`src/verilog/adc_readout_pkg.sv`:
```
package adc_readout_pkg;

  // Result and framing widths
  localparam int RESULT_WIDTH  = 12;
  localparam int CTRL_WIDTH    = 8;
  localparam int CTRL_BIPOLAR  = 3;          // Control byte bit selecting bipolar coding
  localparam int CTRL_START    = 7;          // Control byte start bit position
  // Edge counts after the start bit
  localparam logic [4:0] ACQ_FALLS   = 5'h08;  // Conversion starts on the eighth falling edge
  localparam logic [4:0] DEC_FALLS   = 5'h0C;  // Twelve decisions follow
  localparam logic [4:0] RESTART_IDX = 5'h08;  // Decisions out once result bit 4 stands
  // Code offset that turns straight binary into two's complement
  localparam logic [11:0] BIPOLAR_FLIP = 12'h800;
  localparam logic [11:0] RESULT_RESET = 12'h000;

  typedef enum logic [1:0] {
    ST_IDLE,
    ST_CTRL,
    ST_CONV
  } phase_t;

endpackage : adc_readout_pkg

```
`src/verilog/adc_serial_result_readout.sv`:
```
`timescale 1ns/10ps
`default_nettype none

// Overview of operation
// - Output changes on falling clock, sampled rising
// - First result byte is all zeros
// - Second byte: zero, then MSB to bit5
// - Third byte: low bits then zeros
// - Unipolar result coded straight binary
// - Bipolar result coded two's complement
// - Code centred on its nominal input level
// - Control sampled rising; first high is start
// - Convert on eighth fall; twelve decisions follow
// - Output released when chip select rises
module adc_serial_result_readout (
  // Clock and reset
  input  wire logic        core_clk,
  input  wire logic        nrst,
  // Serial link pins
  input  wire logic        sclk,
  input  wire logic        csN,
  input  wire logic        din,
  output logic             dout,
  output logic             doutOe,
  // Converter core side: rounded sample code, straight binary
  input  wire logic [11:0] sampleCode,
  // Status
  output logic             busy,
  output logic             convStart,
  output logic [7:0]       ctrlByte,
  output logic [11:0]      lastResult
);

  logic sclkS;
  logic csNS;
  logic dinS;

  // Every bit of state outside the pin synchronisers lives in one packed record, registered in one place
  typedef struct packed {
    adc_readout_pkg::phase_t phase;
    logic                    sclkPrev;
    logic [2:0]              bitCnt;
    logic [7:0]              shiftIn;
    logic [4:0]              fallCnt;
    logic [4:0]              decCnt;     // Result decisions already shifted out
    logic [11:0]             result;
    logic [7:0]              ctrl;
    logic [11:0]             lastRes;
    logic                    dout;
    logic                    oe;
    logic                    startP;
    logic                    busy;       // Framing active, registered
  } state_t;

  state_t st_q;
  state_t st_d;

  // Bring the link pins into the core clock domain, one two-stage
  // synchroniser per pin; a pin edge reaches the logic two to three cycles
  // late, so the link clock must stay well below a tenth of the core clock
  logic [2:0] pinRaw;
  logic [2:0] pinSyncd;
  assign pinRaw = {sclk, csN, din};

  for (genvar g = 0; g < $bits(pinRaw); g++) begin : genSync
    pin_sync uSync (
      .core_clk (core_clk),
      .nrst     (nrst),
      .pinIn    (pinRaw[g]),
      .pinOut   (pinSyncd[g])
    );
  end

  assign sclkS = pinSyncd[2];
  assign csNS  = pinSyncd[1];
  assign dinS  = pinSyncd[0];

  // Edge detect on the synchronised clock; the history bit resets low like
  // the idle clock, so no false edge appears after reset
  logic riseEdge;
  logic fallEdge;
  assign riseEdge = sclkS & ~st_q.sclkPrev;
  assign fallEdge = ~sclkS & st_q.sclkPrev;

  // Word loaded at conversion start: straight binary for a unipolar range,
  // the MSB flipped into two's complement for a bipolar one
  logic        bipolarSel;
  logic [11:0] codedSample;
  assign bipolarSel  = st_q.ctrl[adc_readout_pkg::CTRL_BIPOLAR];
  assign codedSample = bipolarSel ? (sampleCode ^ adc_readout_pkg::BIPOLAR_FLIP)
                                  : sampleCode;

  // Decision bookkeeping: the count rests at the decision total between
  // conversions, so spare falls only ever shift out zeros
  logic decPending;
  logic restartOk;
  assign decPending = (st_q.decCnt < adc_readout_pkg::DEC_FALLS);
  // A start bit seen before result bit 4 is out is ignored, not an abort
  assign restartOk  = (st_q.decCnt >= adc_readout_pkg::RESTART_IDX);

  // Next-state logic for framing, control capture and result shifting;
  // deselect wins over any edge, so a frame cut short always ends cleanly
  // and leaves the output released
  always_comb begin
    st_d          = st_q;
    st_d.sclkPrev = sclkS;
    st_d.startP   = 1'b0;
    if (csNS) begin
      // Chip select high: release output, drop any framing
      st_d.oe     = 1'b0;
      st_d.dout   = 1'b0;
      st_d.phase   = adc_readout_pkg::ST_IDLE;
      st_d.bitCnt  = 3'h0;
      st_d.fallCnt = 5'h00;
      st_d.decCnt  = adc_readout_pkg::DEC_FALLS;
    end else begin
      st_d.oe = 1'b1;
      if (riseEdge) begin
        // Control input sampled on rising edge
        case (st_q.phase)
          adc_readout_pkg::ST_IDLE: begin
            // First high bit after select is the start bit
            if (dinS) begin
              st_d.phase   = adc_readout_pkg::ST_CTRL;
              st_d.shiftIn = 8'h01;
              st_d.bitCnt  = 3'h1;
              st_d.fallCnt = 5'h00;
            end
          end
          adc_readout_pkg::ST_CTRL: begin
            // Seven more control bits follow the start bit
            st_d.shiftIn = {st_q.shiftIn[6:0], dinS};
            st_d.bitCnt  = st_q.bitCnt + 3'h1;
            if (st_q.bitCnt == 3'h7) begin
              st_d.ctrl = {st_q.shiftIn[6:0], dinS};
            end
          end
          adc_readout_pkg::ST_CONV: begin
            // A fresh start bit is honoured once result bit 4 is out; the
            // remaining decisions keep shifting out under the new byte
            if (dinS && restartOk) begin
              st_d.phase   = adc_readout_pkg::ST_CTRL;
              st_d.shiftIn = 8'h01;
              st_d.bitCnt  = 3'h1;
              st_d.fallCnt = 5'h00;
            end
          end
          default: begin
            // Unused code: fall back to idle
            st_d.phase = adc_readout_pkg::ST_IDLE;
          end
        endcase
      end else if (fallEdge) begin
        // Output moves on falling edges only; pending decisions go out MSB
        // first and keep going while a new control byte is framed, so the
        // tail of one result overlaps the next control byte
        if (decPending) begin
          st_d.dout   = st_q.result[11];
          st_d.result = {st_q.result[10:0], 1'b0};
          st_d.decCnt = st_q.decCnt + 5'h01;
        end else begin
          // Nothing pending: leading and trailing zeros
          st_d.dout = 1'b0;
        end
        // The eighth fall after the start bit ends acquisition
        case (st_q.phase)
          adc_readout_pkg::ST_CTRL: begin
            st_d.fallCnt = st_q.fallCnt + 5'h01;
            if (st_q.fallCnt + 5'h01 == adc_readout_pkg::ACQ_FALLS) begin
              // Load the coded word and keep a copy for the status port
              st_d.phase   = adc_readout_pkg::ST_CONV;
              st_d.fallCnt = 5'h00;
              st_d.startP  = 1'b1;
              st_d.result  = codedSample;
              st_d.lastRes = codedSample;
              st_d.decCnt  = 5'h00;
              st_d.dout    = 1'b0;
            end
          end
          default: begin
            st_d.fallCnt = st_q.fallCnt;
          end
        endcase
      end
    end
    // Busy is registered with the phase, so the port comes from a flop
    // and never glitches while the phase decodes
    st_d.busy = (st_d.phase != adc_readout_pkg::ST_IDLE);
  end

  // State register; reset clears the result words and parks the decision
  // count at its end, so frames before the first conversion clock out
  // zeros only
  always_ff @(posedge core_clk or negedge nrst) begin
    if (!nrst) begin
      st_q <= '{phase:   adc_readout_pkg::ST_IDLE,
                result:  adc_readout_pkg::RESULT_RESET,
                lastRes: adc_readout_pkg::RESULT_RESET,
                decCnt:  adc_readout_pkg::DEC_FALLS,
                default: '0};
    end else begin
      st_q <= st_d;
    end
  end

  // Outputs straight from the state register, with no logic after the
  // flops, so the host sees clean levels on every port
  assign dout       = st_q.dout;
  assign doutOe     = st_q.oe;
  assign busy       = st_q.busy;
  assign convStart  = st_q.startP;
  assign ctrlByte   = st_q.ctrl;
  assign lastResult = st_q.lastRes;

endmodule : adc_serial_result_readout

`default_nettype wire

```
`src/verilog/pin_sync.sv`:
```
`timescale 1ns/10ps
`default_nettype none

module pin_sync (
  // Clock and reset
  input  wire logic core_clk,
  input  wire logic nrst,
  // Asynchronous pin and its synchronised copy
  input  wire logic pinIn,
  output logic      pinOut
);

  logic metaQ;
  logic syncQ;

  // Two-stage synchroniser; first stage feeds only the second
  always_ff @(posedge core_clk or negedge nrst) begin
    if (!nrst) begin
      metaQ <= 1'b0;
      syncQ <= 1'b0;
    end else begin
      metaQ <= pinIn;
      syncQ <= metaQ;
    end
  end

  assign pinOut = syncQ;

endmodule : pin_sync

`default_nettype wire

```
`config.mk`:
```
export PLATFORM = sky130hd
export DESIGN_NAME = adc_serial_result_readout
export DESIGN_NICKNAME = d
export VERILOG_FILES = /design/src/verilog/adc_readout_pkg.sv /design/src/verilog/adc_serial_result_readout.sv /design/src/verilog/pin_sync.sv
export SDC_FILE = /design/constraint.sdc
export NUM_CORES = 1
export LEC_CHECK = 0
export BUFFER_PORTS_ARGS = -buffer_cell sky130_fd_sc_hd__buf_2
export CAP_MARGIN = 20
export CORE_ASPECT_RATIO = 2
export CORE_MARGIN = 8
export CORE_UTILIZATION = 55
export CTS_BUF_LIST = sky130_fd_sc_hd__clkbuf_4
export CTS_CLUSTER_SIZE = 28
export DETAILED_ROUTE_END_ITERATION = 8
export PLACE_DENSITY_LB_ADDON = 0.05
export SYNTH_ARGS = -nofsm -noshare
export SYNTH_HDL_FRONTEND = slang
export SYNTH_SLANG_ARGS = --single-unit
```
`constraint.sdc`:
```
create_clock -name core_clk -period 2.3 [get_ports core_clk]
set_input_delay 0.345 -clock core_clk [delete_from_list [all_inputs] [get_ports core_clk]]
set_output_delay 0.345 -clock core_clk [all_outputs]
set_load 0.01 [all_outputs]
```
==> results of run 1 <==
-- what timing repair did --
item / in CTS / in global routing
hold buffers: 1 / 0
endpoints found under the hold margin: 17 / 0
resized for setup: 0 / 1
endpoints found under the setup margin: 0 / 7
-- power groups by stage --
stage | clock network [mW] | logic [mW] | registers, mW
after floorplan | 0 | 0.0732 | 1.21
after global placement | 0 | 0.128 | 1.22
after detailed placement | 0 | 0.132 | 1.22
after CTS | 0.669 | 0.133 | 1.20
after global routing | 0.701 | 0.152 | 1.20
final | 0.643 | 0.131 | 1.20
-- worst reg2reg max path, cell delays in order, from the launching register on --
cell and delay [ns]:
dfrtp_1 0.36, inv_1 0.06, ha_1 0.23, nor3b_2 0.28
buf_4 0.21, nand3_4 0.14, inv_2 0.17, nor2_1 0.07
a221o_1 0.34
-- cell type report --
class | instances | area [µm²]
clock buffers | 14 | 105
clock inverters | 2 | 7.51
fillers | 501 | 2220
inverters | 17 | 63.8
multi-input cells | 193 | 1180
flip-flops and latches | 65 | 1630
well taps | 61 | 76.3
repair buffers | 50 | 278
-- final timing paths --
| path | from | to | slack [ns] | cells past startpoint |
|---|---|---|---|---|
| min in group asynchronous | nrst | st_q[49] | 0.40 | 2 |
| hold reg to reg | genSync[0].uSync.metaQ | genSync[0].uSync.pinOut | 0.35 | 0 |
| setup reg to reg | st_q[57] | st_q[35] | 0.32 | 8 |
| setup / recovery | st_q[57] | st_q[35] | 0.32 | 8 |
| hold / removal | din | genSync[0].uSync.metaQ | 0.05 | 1 |
| max in group asynchronous | nrst | st_q[39] | 1.18 | 3 |
-- cell usage in the layout, fill, tap and decap left out, types with 2 or more instances in the layout --
| cell | n |
|---|---|
| nand2_1 | 67 |
| dfrtp_1 | 63 |
| buf_2 | 40 |
| inv_1 | 15 |
| o21ai_0 | 15 |
| a21oi_1 | 14 |
| clkbuf_4 | 14 |
| nand3_1 | 13 |
| ha_1 | 10 |
| buf_4 | 9 |
| nor2_1 | 8 |
| o221ai_1 | 8 |
| mux2_2 | 8 |
| nand2b_1 | 5 |
| nor3b_1 | 4 |
| clkinv_1 | 3 |
| o211ai_1 | 3 |
| nand4_1 | 3 |
| a32o_1 | 2 |
| and3_1 | 2 |
| a31oi_1 | 2 |
| o31ai_1 | 2 |
| nor2b_1 | 2 |
| a22oi_1 | 2 |
| a21o_1 | 2 |
| dfstp_2 | 2 |
-- synthesized netlist by cell type, types with 8 or more instances --
master / instances / area (µm²)
o221ai_1: 8 / 70.1
dfrtp_1: 63 / 1580
nand3_1: 13 / 65.1
o21ai_0: 15 / 75.1
ha_1: 10 / 125
inv_1: 15 / 56.3
buf_2: 9 / 45.0
nand2_1: 67 / 251
buf_4: 21 / 158
mux2_2: 8 / 90.1
nor2_1: 8 / 30.0
a21oi_1: 14 / 70.1
-- state kept, by name, summed over array words and instances, names as in the netlist --
signal and flops:
lastResult 12, dout 1, convStart 1, doutOe 1, busy 1, genSync.uSync.metaQ 3, st_q 35, genSync.uSync.pinOut 3
ctrlByte 8
-- cells by family (layout without fill, tap and decap cells) --
kind of cell	after synthesis	after routing	synth area share
AND/OR/NAND/NOR	114	114	0.177
buffers and inverters	51	83	0.0954
XOR/XNOR	1	1	0.00282
flip-flops	65	65	0.524
adder cells (fa/ha/maj)	10	10	0.0403
AO/OA/AOI/OAI	60	60	0.131
multiplexers	8	8	0.0290
-- per-stage QoR --
stage                     hold WS, ns  cells  instance area (µm²)  setup WS, ns
after floorplan                0.0494    309                 3110         0.537
after global placement          0.300    385                 3220         0.366
after detailed placement        0.309    385                 3220         0.223
after CTS                      0.0144    402                 3340         0.193
after global routing           0.0267    402                 3340         0.182
final                          0.0513    402                 3340         0.318
-- routing by layer --
metal | up-vias | global-route usage | wire (µm)
li1 | 1097 | - | -
met1 | 1088 | 0.164 | 2570
met2 | 47 | 0.251 | 3060
met3 | 13 | 0.0324 | 184
met4 | 0 | 0.0968 | 210
met5 | - | 0 | 0
==> metrics.txt, run 1 <==
status=complete, no violations; Synthesis Warnings=0; # DRC=0; HPWL Detailed=4.33 mm; syn avg cell area=10.1 µm²; DRT Pass-1 Iters=4; CTS sink cnt=65; worst-path cell chain=inv_1 -> ha_1 -> nor3b_2 -> buf_4 -> nand3_4 -> inv_2 -> nor2_1 -> a221o_1; postcts setup bufs=0; Pwr Total=1.97 mW; Worst Max-Slew Pin Slew=0.536 ns; Fin. Hold Viols=0; LEAKAGE=1.62 nW; area grow syn2layout=7.65%; Worst-path clk slew=0.09 ns; DR vias=2245; Worst Setup Start Kind=flop; Main synth FF type=dfrtp_1; CP max FO=9; port bufs=40; share of flip-flops with an asynchronous set or reset=1.00; synth unique cells=49; RSZ-0062 raised after global routing=no; vias per cell=5.58; CP max stage cell=dfrtp_1; I/O pin total=41; CTS tree=yes; Crit path max-delay family=simple AND/OR/NAND/NOR gates; grt total ovfl=0; first-pass GRT wire length=10.4 mm; num rows=39; Worst EP arrival=2.26 ns; Clock Path Buffers=2; Worst Setup End Kind=flop; diode count=0; gpl congestion=0.793; Util after Layout=0.601; Sw Share=0.238; Mapped Area=3110 µm²; vias in the first global route=2334; maximum VDD drop=0.000566 V; Total GRT Usage=0.148; share of cells above drive strength 1=0.235; min Tclk post-route=1.98 ns; Routed Antenna Nets=0; core footprint=5560 µm²; max incr delay on CP=0.36 ns; Int Pwr=1.51 mW; Final Setup Violations=0; WP data required=2.58 ns; Cells after Synth=309; CTS HTree Levels=3; Avg WL per Cell=15.0 µm; largest net degree at the start of global routing=25; HP Class=input port to flop; CP Class=flop to flop; Routed WL=6.02 mm; number of antenna violations at the first check in global routing=0; Die Area=8460 µm²; crit path buf inv count=3; Clock Tree Root=clkbuf_4; top achievable clock speed=505 MHz; Tcrit/Tclk final=0.862; Die Width=69.1 µm; DRT iter0 DRCs=133; Clock Latency Late Sink=0.40 ns; maxcap violations=0; Slew headroom=0.642; clock share of power=0.326; starting density of the core=0.558; Switch Pwr=469 µW; Final TNS setup=0 ns; Die Span Y=122 µm; FF+latch count, synth=65; Seq/Total Area, Yosys=0.524; max-slew violations=0; CTS buffer count=9; Final Net Count=363; Reg power frac=0.608; Final Skew=0.0125 ns; pwr dens=590 nW/µm²; Post-Syn Nets=336; Combinational Power Share=0.066; Post-synth EDFFs=0
No activity file was read; power rests on OpenSTA's default activity.
==> run 2, diff against run 1 <==
- CTS_BUF_LIST: sky130_fd_sc_hd__clkbuf_4 -> not set
==> run 2 against run 1 <==
Total power rose by 30%; count of clock-buffer cells in the layout rose by 2; global-route usage rose by 0.47 points; sequential share of layout area fell by 2.2 points; first-iteration DRC count rose by 16%; setup slack improved by 0.0064 ns; routed wire length rose by 2.1%; critical path type unchanged; largest power group is now clock.
==> metrics.txt, run 2 (same netlist as run 1, synthesis figures left out) <==
Reg power frac=0.470; Routed Antenna Nets=0; Die Area=8460 µm²; CP max FO=9; Final Setup Violations=0; Pwr Total=2.56 mW; Biggest register=st_q; postcts setup bufs=0; WP data required=2.50 ns; max-slew violations=0; Sw Share=0.212; CTS tree=yes; Combinational Power Share=0.051; Final TNS setup=0 ns; I/O pin total=41; LEAKAGE=1.68 nW; CTS buffer count=9; Routed WL=6.15 mm; starting density of the core=0.558; Worst Max-Slew Pin Slew=0.531 ns; Die Span Y=122 µm; DRT Pass-1 Iters=4; CTS sink cnt=65; Total GRT Usage=0.153; maximum VDD drop=0.000781 V; number of antenna violations at the first check in global routing=0; Slew headroom=0.645; Int Pwr=2.02 mW; Clock Path Buffers=2; Util after Layout=0.630; pwr dens=731 nW/µm²; DR vias=2267; num rows=39; Die Width=69.1 µm; HP Class=input port to flop; clock share of power=0.478; Clock Latency Late Sink=0.33 ns; Final Net Count=363; crit path buf inv count=3; worst-path cell chain=inv_1 -> ha_1 -> nor3b_2 -> buf_4 -> nand3_4 -> inv_2 -> nor2_1 -> a221o_1; Worst Setup Start Kind=flop; Worst Setup End Kind=flop; largest net degree at the start of global routing=25; core footprint=5560 µm²; Worst-path clk slew=0.05 ns; most frequent cells in the layout=nand2_1, dfrtp_1, buf_2; CP max stage cell=dfrtp_1; Final Skew=0.00342 ns; share of cells above drive strength 1=0.226; Tcrit/Tclk final=0.859; Worst EP arrival=2.18 ns; Avg WL per Cell=15.3 µm; CTS HTree Levels=3; max incr delay on CP=0.34 ns; # DRC=0; DRT iter0 DRCs=154; Clock Tree Root=clkbuf_16; first-pass GRT wire length=10.5 mm; Fin. Hold Viols=0; Switch Pwr=542 µW; vias per cell=5.64; Crit path max-delay family=simple AND/OR/NAND/NOR gates; Worst Slack Setup Final=0.325 ns; status=complete, no violations; CP Class=flop to flop; gpl congestion=0.793; area grow syn2layout=12.8%; top achievable clock speed=506 MHz; commonest non-fill, non-tap cell in the layout=nand2_1; RSZ-0062 raised after global routing=no; r2r setup slk=0.32 ns; flip-flop count of the largest register after layout=35; diode count=0; maxcap violations=0; pre-CTS WS=0.223 ns; port bufs=40; min Tclk post-route=1.98 ns; grt total ovfl=0; vias in the first global route=2350; HPWL Detailed=4.33 mm
run 2: per-layer routing:
| metal | track usage | up-vias | wire (µm) |
|---|---|---|---|
| li1 | - | 1097 | - |
| met1 | 0.163 | 1112 | 2590 |
| met2 | 0.260 | 45 | 3200 |
| met3 | 0.0477 | 13 | 208 |
| met4 | 0.0903 | 0 | 150 |
| met5 | 0 | - | 0 |
run 2: cell type report:
class                           instances  area, µm²
Tap cell                               61       76.3
Multi-Input combinational cell        193       1180
Fill cell                             472       2060
Clock buffer                           16        272
Timing Repair Buffer                   50        278
Sequential cell                        65       1630
Inverter                               17       63.8
run 2: worst paths after layout:
kind,start,cells past startpoint,to
max in group asynchronous,nrst,3,st_q[38]
hold / removal,din,1,genSync[0].uSync.metaQ
min in group asynchronous,nrst,2,ctrlByte[6]
setup / recovery,st_q[57],8,st_q[35]
setup reg to reg,st_q[57],8,st_q[35]
hold reg to reg,genSync[0].uSync.metaQ,0,genSync[0].uSync.pinOut
run 2: through the flow:
stage          instance area, µm²  hold slack [ns]  cells
3_5_place_dp                 3220            0.309    385
4_1_cts                      3500            0.114    402
6_report                     3500            0.124    402
3_3_place_gp                 3220            0.300    385
2_1_floorplan                3110           0.0494    309
5_1_grt                      3500            0.110    402
run 2: what timing repair did:
item / 4_1_cts / 5_1_grt
setup endpoints to repair: 0 / 6
endpoints found under the hold margin: 17 / 0
gates resized for setup: 0 / 1
hold buffers: 1 / 0
run 2: power by group through the flow:
| stage | combinational (mW) | sequential [mW] | clock, mW |
|---|---|---|---|
| 2_1_floorplan | 0.0732 | 1.21 | 0 |
| 3_3_place_gp | 0.128 | 1.22 | 0 |
| 3_5_place_dp | 0.132 | 1.22 | 0 |
| 4_1_cts | 0.134 | 1.20 | 1.25 |
| 5_1_grt | 0.152 | 1.21 | 1.30 |
| 6_report | 0.131 | 1.21 | 1.23 |
